[src/inc/cls_defines.svh]
`ifndef CLS_DEFINES_SVH
`define CLS_DEFINES_SVH

// Number of cache lines tracked and the width of a line index.
`define CLS_NUM_LINES 64
`define CLS_INDEX_W 6

// Depth of the pin synchroniser.
`define CLS_SYNC_STAGES 3

`endif

[src/inc/cls_pkg.sv]
package cls_pkg;

    // Four-state coherency of one cache line.
    typedef enum logic [1:0] {
        LINE_INVALID,
        LINE_SHARED,
        LINE_EXCLUSIVE,
        LINE_MODIFIED
    } line_state_e;

    // Controller sequence.
    typedef enum logic {
        CTL_IDLE,
        CTL_WT_BUS
    } ctl_state_e;

endpackage

[src/inc/line_state_if.sv]
`timescale 1ns/1ps
// Carries the state array ports between the controller and the array.
interface line_state_if #(
    parameter int INDEX_W = 6
);
    import cls_pkg::*;
    logic [INDEX_W-1:0] rd_a_idx;
    line_state_e rd_a_state;
    logic [INDEX_W-1:0] rd_b_idx;
    line_state_e rd_b_state;
    logic we;
    logic [INDEX_W-1:0] wr_idx;
    line_state_e wr_state;

    modport ctrl (output rd_a_idx, rd_b_idx, we, wr_idx, wr_state, input rd_a_state, rd_b_state);
    modport store (input rd_a_idx, rd_b_idx, we, wr_idx, wr_state, output rd_a_state, rd_b_state);
endinterface

[src/design/line_state_array.sv]
`timescale 1ns/1ps
`include "cls_defines.svh"
// State bits of every line, two read ports and one write port.
module line_state_array #(
    parameter int NUM_LINES = `CLS_NUM_LINES,
    parameter int INDEX_W = `CLS_INDEX_W
) (
    input wire logic clk_sys_i,
    input wire logic rst_i,
    line_state_if.store ls
);
    import cls_pkg::*;

    line_state_e state_ff [NUM_LINES];

    // Each entry clears to invalid on reset and takes the write port when addressed.
    generate
        for (genvar g = 0; g < NUM_LINES; g++) begin : g_line
            always_ff @(posedge clk_sys_i) begin
                if (rst_i) begin
                    state_ff[g] <= LINE_INVALID;
                end else if (ls.we && ls.wr_idx == INDEX_W'(g)) begin
                    state_ff[g] <= ls.wr_state;
                end
            end
        end
    endgenerate

    // Asynchronous read ports.
    assign ls.rd_a_state = state_ff[ls.rd_a_idx];
    assign ls.rd_b_state = state_ff[ls.rd_b_idx];
endmodule // line_state_array

[src/design/cache_line_state_update.sv]
`timescale 1ns/1ps
`include "cls_defines.svh"
// Overview of operation
// - A write hit to a shared line with page_write_through low samples line_policy_select during its bus cycle.
// - The state chosen from that sample applies to the whole line, however little of it was written.
// - A high sample promotes the shared line to exclusive, except when a snoop hit claims the write port in the completing cycle.
// - A low sample leaves the line shared.
// - A snoop hit with snoop_invalidate low moves the line to shared from modified, exclusive or shared.
module cache_line_state_update #(
    parameter int NUM_LINES = `CLS_NUM_LINES,
    parameter int INDEX_W = `CLS_INDEX_W
) (
    input wire logic clk_sys_i,
    input wire logic rst_i,
    input wire logic core_wr_req_i,
    input wire logic [INDEX_W-1:0] core_wr_index_i,
    input wire logic page_write_through_i,
    input wire logic core_fill_req_i,
    input wire logic [INDEX_W-1:0] core_fill_index_i,
    input wire cls_pkg::line_state_e core_fill_state_i,
    input wire logic bus_ready_i,
    input wire logic line_policy_select_i,
    input wire logic snoop_strobe_i,
    input wire logic snoop_invalidate_i,
    input wire logic [INDEX_W-1:0] snoop_index_i,
    output logic core_done_o,
    output logic core_wr_miss_o,
    output logic wt_cycle_o,
    output logic [INDEX_W-1:0] wt_index_o,
    output logic snoop_hit_o,
    output logic snoop_hit_modified_o
);
    import cls_pkg::*;

    localparam int PIN_W = INDEX_W + 4;

    line_state_if #(.INDEX_W(INDEX_W)) ls ();

    line_state_array #(
        .NUM_LINES(NUM_LINES),
        .INDEX_W(INDEX_W)
    ) u_array (
        .clk_sys_i(clk_sys_i),
        .rst_i(rst_i),
        .ls(ls)
    );

    logic [PIN_W-1:0] pin_raw;
    logic [PIN_W-1:0] sync1_ff;
    logic [PIN_W-1:0] sync2_ff;
    logic [PIN_W-1:0] sync3_ff;
    logic [PIN_W-1:0] pin_ff;
    logic strobe_prev_ff;
    logic ready_prev_ff;
    ctl_state_e state_ff;
    logic [INDEX_W-1:0] wt_idx_ff;
    logic wt_pwt_ff;
    logic pol_f;
    logic rdy_f;
    logic inv_f;
    logic strb_f;
    logic [INDEX_W-1:0] sidx_f;
    logic snoop_evt;
    logic snoop_is_hit;
    logic wt_complete;
    logic core_take;
    line_state_e wt_next;

    assign pin_raw = {snoop_strobe_i, snoop_invalidate_i, snoop_index_i, bus_ready_i, line_policy_select_i};

    // Three-stage synchroniser for the bus controller pins.
    always_ff @(posedge clk_sys_i) begin
        if (rst_i) begin
            sync1_ff <= '0;
            sync2_ff <= '0;
            sync3_ff <= '0;
        end else begin
            sync1_ff <= pin_raw;
            sync2_ff <= sync1_ff;
            sync3_ff <= sync2_ff;
        end
    end

    // A pin change counts once the second and third stages agree.
    generate
        for (genvar b = 0; b < PIN_W; b++) begin : g_pin
            always_ff @(posedge clk_sys_i) begin
                if (rst_i) begin
                    pin_ff[b] <= 1'b0;
                end else if (sync2_ff[b] == sync3_ff[b]) begin
                    pin_ff[b] <= sync3_ff[b];
                end
            end
        end
    endgenerate

    assign pol_f = pin_ff[0];
    assign rdy_f = pin_ff[1];
    assign sidx_f = pin_ff[INDEX_W+1:2];
    assign inv_f = pin_ff[INDEX_W+2];
    assign strb_f = pin_ff[INDEX_W+3];

    // Edge detectors on the filtered strobes.
    always_ff @(posedge clk_sys_i) begin
        if (rst_i) begin
            strobe_prev_ff <= 1'b0;
            ready_prev_ff <= 1'b0;
        end else begin
            strobe_prev_ff <= strb_f;
            ready_prev_ff <= rdy_f;
        end
    end

    assign snoop_evt = strb_f && !strobe_prev_ff;
    assign snoop_is_hit = snoop_evt && ls.rd_b_state != LINE_INVALID;
    assign wt_complete = state_ff == CTL_WT_BUS && rdy_f && !ready_prev_ff;
    assign core_take = state_ff == CTL_IDLE && !snoop_evt && (core_wr_req_i || core_fill_req_i);

    // Port A follows the pending write-through line while busy, the core otherwise.
    assign ls.rd_a_idx = (state_ff == CTL_WT_BUS) ? wt_idx_ff : core_wr_index_i;
    assign ls.rd_b_idx = sidx_f;

    // Policy sampled at the end of the bus cycle picks the state of the entire line.
    always_comb begin
        wt_next = LINE_SHARED;
        if (!wt_pwt_ff && pol_f) begin
            wt_next = LINE_EXCLUSIVE;
        end
    end

    // Single write port: a snoop beats every core-side update in the same cycle.
    always_comb begin
        ls.we = 1'b0;
        ls.wr_idx = core_wr_index_i;
        ls.wr_state = LINE_INVALID;
        if (snoop_is_hit) begin
            ls.we = 1'b1;
            ls.wr_idx = sidx_f;
            ls.wr_state = inv_f ? LINE_INVALID : LINE_SHARED;
        end else if (wt_complete) begin
            ls.we = ls.rd_a_state == LINE_SHARED;
            ls.wr_idx = wt_idx_ff;
            ls.wr_state = wt_next;
        end else if (core_take && core_wr_req_i) begin
            ls.we = ls.rd_a_state == LINE_EXCLUSIVE;
            ls.wr_state = LINE_MODIFIED;
        end else if (core_take) begin
            ls.we = 1'b1;
            ls.wr_idx = core_fill_index_i;
            ls.wr_state = core_fill_state_i;
        end
    end

    // Sequencer: a write hit to a shared line starts a write-through bus cycle.
    always_ff @(posedge clk_sys_i) begin
        if (rst_i) begin
            state_ff <= CTL_IDLE;
            wt_idx_ff <= '0;
            wt_pwt_ff <= 1'b0;
        end else begin
            case (state_ff)
                CTL_IDLE: begin
                    if (core_take && core_wr_req_i && ls.rd_a_state == LINE_SHARED) begin
                        state_ff <= CTL_WT_BUS;
                        wt_idx_ff <= core_wr_index_i;
                        wt_pwt_ff <= page_write_through_i;
                    end
                end
                CTL_WT_BUS: begin
                    if (wt_complete) begin
                        state_ff <= CTL_IDLE;
                    end
                end
                default: state_ff <= CTL_IDLE;
            endcase
        end
    end

    // Bus cycle request and its line index stand until the bus answers.
    always_ff @(posedge clk_sys_i) begin
        if (rst_i) begin
            wt_cycle_o <= 1'b0;
            wt_index_o <= '0;
        end else if (state_ff == CTL_IDLE && core_take && core_wr_req_i && ls.rd_a_state == LINE_SHARED) begin
            wt_cycle_o <= 1'b1;
            wt_index_o <= core_wr_index_i;
        end else if (wt_complete) begin
            wt_cycle_o <= 1'b0;
        end
    end

    // Core handshake pulses.
    always_ff @(posedge clk_sys_i) begin
        if (rst_i) begin
            core_done_o <= 1'b0;
            core_wr_miss_o <= 1'b0;
        end else begin
            core_done_o <= wt_complete ||
                (core_take && !(core_wr_req_i && ls.rd_a_state == LINE_SHARED));
            core_wr_miss_o <= core_take && core_wr_req_i && ls.rd_a_state == LINE_INVALID;
        end
    end

    // Snoop result pulses.
    always_ff @(posedge clk_sys_i) begin
        if (rst_i) begin
            snoop_hit_o <= 1'b0;
            snoop_hit_modified_o <= 1'b0;
        end else begin
            snoop_hit_o <= snoop_is_hit;
            snoop_hit_modified_o <= snoop_is_hit && ls.rd_b_state == LINE_MODIFIED;
        end
    end
endmodule // cache_line_state_update

[config.mk]
export PLATFORM = sky130hd
export DESIGN_NAME = cache_line_state_update
export DESIGN_NICKNAME = d
export VERILOG_FILES = /design/src/inc/cls_pkg.sv /design/src/inc/line_state_if.sv /design/src/design/line_state_array.sv /design/src/design/cache_line_state_update.sv
export VERILOG_INCLUDE_DIRS = /design/src /design/src/inc
export SDC_FILE = /design/constraint.sdc
export NUM_CORES = 1
export LEC_CHECK = 0
export BUFFER_PORTS_ARGS = -buffer_cell sky130_fd_sc_hd__clkbuf_2
export CORE_MARGIN = 3
export CORE_UTILIZATION = 36
export CTS_BUF_LIST = sky130_fd_sc_hd__clkbuf_8
export DETAILED_ROUTE_END_ITERATION = 6
export GPL_TIMING_DRIVEN = 0
export HOLD_SLACK_MARGIN = 0.03
export PLACE_DENSITY = 0.51
export SETUP_SLACK_MARGIN = 0.3
export SYNTH_ARGS = -nofsm -noshare
export SYNTH_HDL_FRONTEND = slang
export SYNTH_SLANG_ARGS = --single-unit
[constraint.sdc]
create_clock -name clk_sys_i -period 6.3 [get_ports clk_sys_i]
set_clock_uncertainty 0.05 [all_clocks]
set_input_delay 1.26 -clock clk_sys_i [delete_from_list [all_inputs] [get_ports clk_sys_i]]
set_output_delay 1.26 -clock clk_sys_i [all_outputs]
set_load 0.05 [all_outputs]
-- Word level (Yosys, flattened, before mapping)
Memory sizes are Yosys's and may differ from the RTL's.
Cells that the tools add are included.
- output and inout bits: 11
- memories: 1
- RAM bits: 128
- input port bits: 29
- register bits: 61
- memories (memory ; depth ; bits a word ; rd ports ; clocked after memory_dff ; wr ports ; line ; source):
    u_array.state_ff ; 64 ; 2 ; 2 ; 0 ; 64 ; line_state_array.sv:14 ; line_state_e state_ff [NUM_LINES];
- muxes and demuxes: 278
- reductions and logical operators: 92
- bitwise logic cells: 65
- equality and inequality tests: 76
- operators with widths (cell ; number):
    $mux 1 ; 203
    $eq 6x6->1 const B ; 32
    $mux 2 ; 69
    $eq 6x5->1 const B ; 16
    $logic_and 1x1->1 ; 80
    $or 1x1->1 ; 64
    $eq 6x4->1 const B ; 8
    $mux 6 ; 5
    $eq 6x3->1 const B ; 4
    $eq 6x2->1 const B ; 2
    $eq 1x1->1 ; 10
    $eq 6x1->1 const B ; 1
    $logic_not 6->1 ; 1
    $logic_not 1->1 ; 5
    $eq 2x2->1 const B ; 2
    $reduce_bool 2->1 ; 2
    $eq 2x1->1 const B ; 1
    $logic_not 2->1 ; 1
    $logic_or 1x1->1 ; 2
    $pmux 1 s2 ; 1
    $reduce_and 2->1 ; 1
    $not 1->1 ; 1

-- Longest topological paths before layout
Gate-level depths: netlist of the first run.
- depth after elaboration: 15
- gate-level depth with buffers: 16
- mapped depth without buffers: 9

-- Modules after synthesis
A second synthesis of the first run with hierarchy kept.
- cell total of the unflattened synthesis: 841
- area total of the unflattened synthesis: 9739.3 µm²
- modules (own cells, without submodules) (module ; cells an instance ; instances ; area an instance (µm²)):
    line_state_array ; 594 ; 1 ; 7464.7
    cache_line_state_update ; 247 ; 1 ; 2274.7

-- Worst setup path after synthesis of the first run
OpenSTA, ideal clock, no wires.
- path kind: input port to flip-flop
- from: input core_wr_index_i[1]
- to: memory u_array.state_ff[10][0] in the netlist's numbering (enable)
- path slack: 2.095 ns
- path buffers: 5
- data arrival time: 3.828 ns
- cell stages on the path: 14
- data required time: 5.923 ns
- cells stage by stage: mux2_4 > buf_6 > buf_6 > buf_6 > mux2_1 > a222oi_1 > o22ai_1 > o21ai_2 > nor3_2 > o21a_1 > o211a_1 > buf_6 > clkbuf_1 > o21ai_0
- RTL lines (item ; line ; source):
    start: declaration ; cache_line_state_update.sv:16 ; input wire logic [INDEX_W-1:0] core_wr_index_i,
    end: declaration ; line_state_array.sv:14 ;

==> results.md, run 1 <==
* Final worst path period need at 5800 ps
* Top post-synthesis cells by area: edfxtp_1 36%, dfxtp_1 11%, mux4_2 8.9%
* CTS tree: done
* Rel. slew slack at 23.5%
* Flop pwr share at 48.3%
* Horiz. Die Dim at roughly 180 µm
* Switching part of the total at 34.7%
* Worst hold path type: reg -> reg
* Hold Fails Final Rpt at 0
* Total gr overflow at 0
* Core area at 28900 µm²
* Lkg Pwr at around 3.8 nW
* Outcome: finished with violations
* CTS buffer count at 17
* CP endpoint kind: flop
* Final worst path period share at 92.1%
* Die area at approximately 32000 µm²
* Unrepaired setup endpoints after global routing: no
* Crit path launch type: flop
* Area grow syn2layout at 10.2%
* Row Count at 62
* Post-DR vias/cell at 6.16
* CTS Root Cell: clkbuf_8
* Detail Placement HPWL at 31400 µm
* Max Clk Rate at 0.172 GHz
* Synth Warn # at 0
* Starting Density at between 30% and 40%
* Final WL at slightly above 40000 µm
* Area after DPL at 11300 µm²
* Num Clock Sinks at 189
* Final worst slack at 501 ps
* Yosys cell types at 53
* Final ANT Viol Nets at 0
* Cell area power density at 249 nW/µm²
* Layout cells sized above 1 at 19.7%
* TNS Setup at 0 ps
* Routability-driven placement congestion ratio at 1.02
* H-tree levels at 4
* Total power at 2.91 mW
* Internal at 1.90 mW
* Fin. max-slew vios at 0
* WL per Instance at 28.9 µm
* Largest net degree at the start of global routing at 20
* Hold bufs inserted after CTS at 0
* Synth Register Bits at 189
* Pre-CTS setup slack at 435 ps
* Commonest non-fill, non-tap cell in the layout: edfxtp_1
* Number of global-route vias before repair at 8432
* Critical Path AT at 5890 ps
* Failing checks: DRC
* I/O Buffers at 36
* Post-CTS Setup Repair Bufs at 0
* Worst endpoint required time at 6390 ps
* Seq/Total Area, Yosys at 47.6%
* Post-CTS sizing at 0
* Total iterations of the first detailed-routing run at 7
* Drt first-iter violations at ~1600
* Via count at between 8000 and 9000
* Total I/O pin count at 40
* Mapped Avg Cell Area at around 11 µm²
* DRC Markers at 1
* Gr usage total at 26.6%
* Max Root-Sink Buffers at 2
* Sw Pwr at 1.01 mW
* Initial antenna violation count at 0
* DIE HEIGHT at 178 µm
* Part of the power in the clock network at 29.3%
* Synth Instances at 988
* Max IR drop VDD at approximately 0.00011 V
* Cell Area, Synth at about 11000 µm²
* # diodes at 0
* Cell taking the most area after synthesis: edfxtp_1
* CP Max Fanout at 10
* CTS clk-pin slew, worst paths at 110 ps
* Final Cell Area at approximately 12000 µm²
* Syn_nets at 1017
* Commonest non-fill, non-tap cells in the layout: 128 x edfxtp_1, 119 x nor3_1, 118 x nand2_1
* Max_cap viols at 0
* First-pass GRT wire length at slightly below 60000 µm
* Crit path kind: reg -> reg
* Endpoints failing setup at 0
* Worst Tran Pin Value at 1150 ps
* Comb pwr share at 22.4%
* Worst-Skew Late Latency at 510 ps
* Final Util at 40.5%
* Synth top area share at 36.2%
* Nets at 1072
per-stage QoR:
step           std cells  hold slack (ps)
2_1_floorplan        988              364
3_3_place_gp        1408              366
3_5_place_dp        1408              373
4_1_cts             1440              396
5_1_grt             1440              410
6_report            1440              394
routing by layer:
metal	vias to the layer above	GRT usage [%]	share of wire, %
met5	-	0	0
met4	0	9.65	3.9
met3	99	6.70	11
met2	540	40.1	44
met1	4385	37.1	42
li1	3851	-	-
state kept, by name, indices dropped and copies added (netlist names), 6 cells and up:
register	count
sync1_ff	10
sync3_ff	10
wt_idx_ff	6
u_array.state_ff	128
wt_index_o	6
sync2_ff	10
ls.rd_b_idx	6
final cells by class:
class	count	area, µm²
Fill cell	2837	17200
Multi-Input combinational cell	707	5090
Timing Repair Buffer	36	180
Clock inverter	15	171
Tap cell	384	480
Sequential cell	189	5060
Inverter	4	15.0
Buffer	88	475
Clock buffer	17	234
synthesized netlist by cell type (all sizes together):
cell type	number
nor3	141
nand3	5
clkinv	1
edfxtp	128
a22o	2
mux2	35
o22ai	11
a211oi	1
o211a	1
a22oi	12
nor3b	4
o221ai	4
nor2b	39
or3	3
o21a	1
buf	40
a31oi	6
a2bb2oi	1
a21oi	26
a31o	1
nand3b	4
and2	2
a21o	7
or3b	1
nor4	11
o21ai	86
nand4	8
dfxtp	61
clkbuf	48
nor4b	2
mux4	44
a221oi	1
nor2	41
inv	3
nand2	119
a222oi	16
o31ai	1
mux2i	54
or2	1
nand2b	16
logic make-up (layout without fill, tap and decap cells):
family / after synthesis / count (layout) / synth area share (%)
AOI/OAI and AO/OA: 177 / 177 / 10.2
buffers and inverters: 92 / 160 / 4.60
DFF: 189 / 189 / 47.6
muxes: 133 / 133 / 18.3
and+or+nand+nor: 397 / 397 / 19.3
power groups by stage:
| stage | clock, mW | combinational (mW) | sequential, mW |
|---|---|---|---|
| after floorplan | 0 | 0.393 | 1.43 |
| after global placement | 0 | 0.631 | 1.43 |
| after detailed placement | 0 | 0.632 | 1.43 |
| after CTS | 0.857 | 0.634 | 1.40 |
| after global routing | 0.907 | 0.679 | 1.41 |
| final | 0.853 | 0.653 | 1.41 |
path summary, 6_finish.rpt:
path,startpoint,end,slack [ps],cells after the start
min reg2reg,sync1_ff[6],sync2_ff[6],390,1
min,sync1_ff[6],sync2_ff[6],390,1
max reg2reg,ls.rd_b_idx[1],u_array.state_ff[33][0],500,12
max,ls.rd_b_idx[1],u_array.state_ff[33][0],500,12
worst max-delay path: stages (launching register included):
cell	delay [ps]
dfxtp_1	330
clkbuf_1	630
clkbuf_2	490
nor2_1	190
a22oi_1	370
a21oi_1	110
nor4_1	810
o21ai_1	280
nand2_2	350
mux2i_1	680
clkbuf_1	390
nand2_1	90
o21ai_0	640
Note: power is estimated with default switching activity, not from simulation.
==> run 2: changes to the inputs <==
--- a/config.mk
+++ b/config.mk
@@ -7,6 +7,7 @@
 export NUM_CORES = 1
 export LEC_CHECK = 0
 export BUFFER_PORTS_ARGS = -buffer_cell sky130_fd_sc_hd__clkbuf_2
+export CORE_ASPECT_RATIO = 0.6
 export CORE_MARGIN = 3
 export CORE_UTILIZATION = 36
 export CTS_BUF_LIST = sky130_fd_sc_hd__clkbuf_8
==> run 2 against run 1 <==
Effect of this change:
- the flow still finishes with violations (DRC)
- cell area fell by 0.23%
- final cell count rose by 1.1%
- power fell by 0.92%
- register-to-register slack got worse by 130 ps
- critical path depth did not move
- global-route usage rose by 1.4 points
- via count rose by 3.7%
- fmax fell by 2.2%
- critical path type unchanged
- critical endpoint is now u_array.state_ff[32][0]
- largest power group unchanged
==> results.md, run 2 (same netlist as run 1, synthesis figures left out) <==
* Outcome: finished with violations
* Failing checks: DRC
* Part of the power in the clock network at 27.9%
* Detail Placement HPWL at 34500 µm
* Met3 Use GR at 16.2%
* Max Root-Sink Buffers at 2
* Flop pwr share at roughly half
* Largest net degree at the start of global routing at 19
* Max IR drop VDD at 0.000116 V
* Unrepaired setup endpoints after global routing: yes
* Number of global-route vias before repair at between 8000 and 9000
* Crit Reg-Reg Endpoint: u_array.state_ff[32][0]
* Gr busiest metal: met1
* Post-CTS Setup Repair Bufs at 0
* Cell area power density at 247 nW/µm²
* Worst R2R Path Depth at 12
* Hold bufs inserted after CTS at 0
* Lkg Pwr at 3.80 nW
* Drt first-iter violations at 1634
* Final WL at approximately 45000 µm
* Num Clock Sinks at between 150 and 200
* Nets at 1072
* Final ANT Viol Nets at 0
* Hold_sp: sync1_ff[3]
* Initial antenna violation count at 3
* # diodes at 0
* Hold Fails Final Rpt at 0
* Comb pwr share at 23.3%
* Worst Hold Path EP: sync2_ff[3]
* Worst Tran Pin Value at 1240 ps
* Via count at 9200
* Die area at 31700 µm²
* Post-DR vias/cell at 6.32
* Hold slack at 399 ps
* Worst-Skew Late Latency at 520 ps
* DIE HEIGHT at approximately 140 µm
* CP Max Fanout at 10
* Top reg by flops: u_array.state_ff
* Max reg flops at 128
* R2R setup slack at 370 ps
* Total I/O pin count at 40
* Grt met1 use at 41.6%
* Area after DPL at around 11000 µm²
* Total gr overflow at 0
* TNS Setup at 0 ps
* Rel. slew slack at 14.7%
* Total iterations of the first detailed-routing run at 7
* Final worst path period share at 94.1%
* Switching part of the total at 35.8%
* Met2 usage at about a third
* Internal at 1.85 mW
* Max Clk Rate at 0.169 GHz
* First-pass GRT wire length at 62300 µm
* Area grow syn2layout at 9.92%
* Fin. max-slew vios at 0
* Gr usage total at ~28%
* DRC Markers at 1
* CTS tree: done
* CP endpoint kind: flop
* Crit path kind: reg -> reg
* CTS Root Cell: clkbuf_8
* Endpoints failing setup at 0
* Core area at ~29000 µm²
* Final worst path period need at 5930 ps
* WL per Instance at roughly 30 µm
* Worst endpoint required time at 6510 ps
* Reg-to-reg startpoint: ls.rd_b_idx[1]
* Post-CTS sizing at 0
* Crit path launch type: flop
* Commonest non-fill, non-tap cells in the layout: 128 x edfxtp_1, 119 x nor3_1, 118 x nand2_1
* CTS clk-pin slew, worst paths at between 100 and 150 ps
* Horiz. Die Dim at 228 µm
* Worst hold path type: reg -> reg
* Routability-driven placement congestion ratio at 1.01
* Final worst slack at 372 ps
* Commonest non-fill, non-tap cell in the layout: edfxtp_1
* Row Count at between 40 and 50
* CTS buffer count at 17
* H-tree levels at 4
* I/O Buffers at 36
* Pre-CTS setup slack at 364 ps
* Layout cells sized above 1 at 19.5%
* WHS Path Cells at 1
* Sw Pwr at 1.03 mW
* Starting Density at 36.8%
* Critical Path AT at 6130 ps
* Max_cap viols at 0
* Final Cell Area at 11700 µm²
[run 2: final cells by class]
class | count | area, µm²
clock buffers | 17 | 234
multi-input cells | 707 | 5090
repair buffers | 36 | 180
plain buffers | 88 | 474
flip-flops and latches | 189 | 5060
fillers | 2818 | 17200
inverters | 4 | 15.0
clock inverters | 15 | 126
well taps | 400 | 500
[run 2: per-stage QoR]
step | power, mW | util (%) | instances
finish | 2.89 | 40.4 | 1456
global route | 2.97 | 40.4 | 1456
CTS | 2.86 | 40.4 | 1456
detailed placement | 2.07 | 39.2 | 1424
global placement | 2.08 | 39.2 | 1424
floorplan | 1.83 | - | 988
[run 2: how the worst max path moves through the flow]
stage | start | end | slack [ps] | depth (start not counted)
finish | ls.rd_b_idx[1] | u_array.state_ff[32][0] | 370 | 12
global route | ls.rd_b_idx[1] | u_array.state_ff[24][0] | 290 | 12
floorplan | core_wr_index_i[1] | u_array.state_ff[10][0] | 2090 | 14
CTS | ls.rd_b_idx[1] | u_array.state_ff[41][0] | 340 | 12
global placement | ls.rd_b_idx[1] | u_array.state_ff[41][0] | 300 | 12
detailed placement | ls.rd_b_idx[1] | u_array.state_ff[41][0] | 360 | 12
[run 2: power by group through the flow]
stage	Sequential (mW)	Clock, mW	Combinational (mW)
after floorplan	1.43	0	0.393
after global placement	1.43	0	0.642
after detailed placement	1.43	0	0.640
after CTS	1.41	0.809	0.642
after global routing	1.41	0.865	0.693
final	1.41	0.804	0.672
[run 2: worst max-delay path: stages (launching register included)]
cell and delay, ps:
dfxtp_1 330, clkbuf_1 620, buf_1 730, nor2_1 310
a22oi_1 270, a21oi_1 150, nor4_2 590, o21ai_1 240
nand2_2 330, mux2i_1 860, nand2_1 350, clkbuf_1 340
nor3_1 480
[run 2: layer usage]
metal	part of all wire, %	wire (µm)	vias to the layer above
met5	0.096	43	-
met4	2.3	1020	6
met3	19	8310	71
met2	36	15900	713
met1	43	19400	4552
li1	-	-	3858
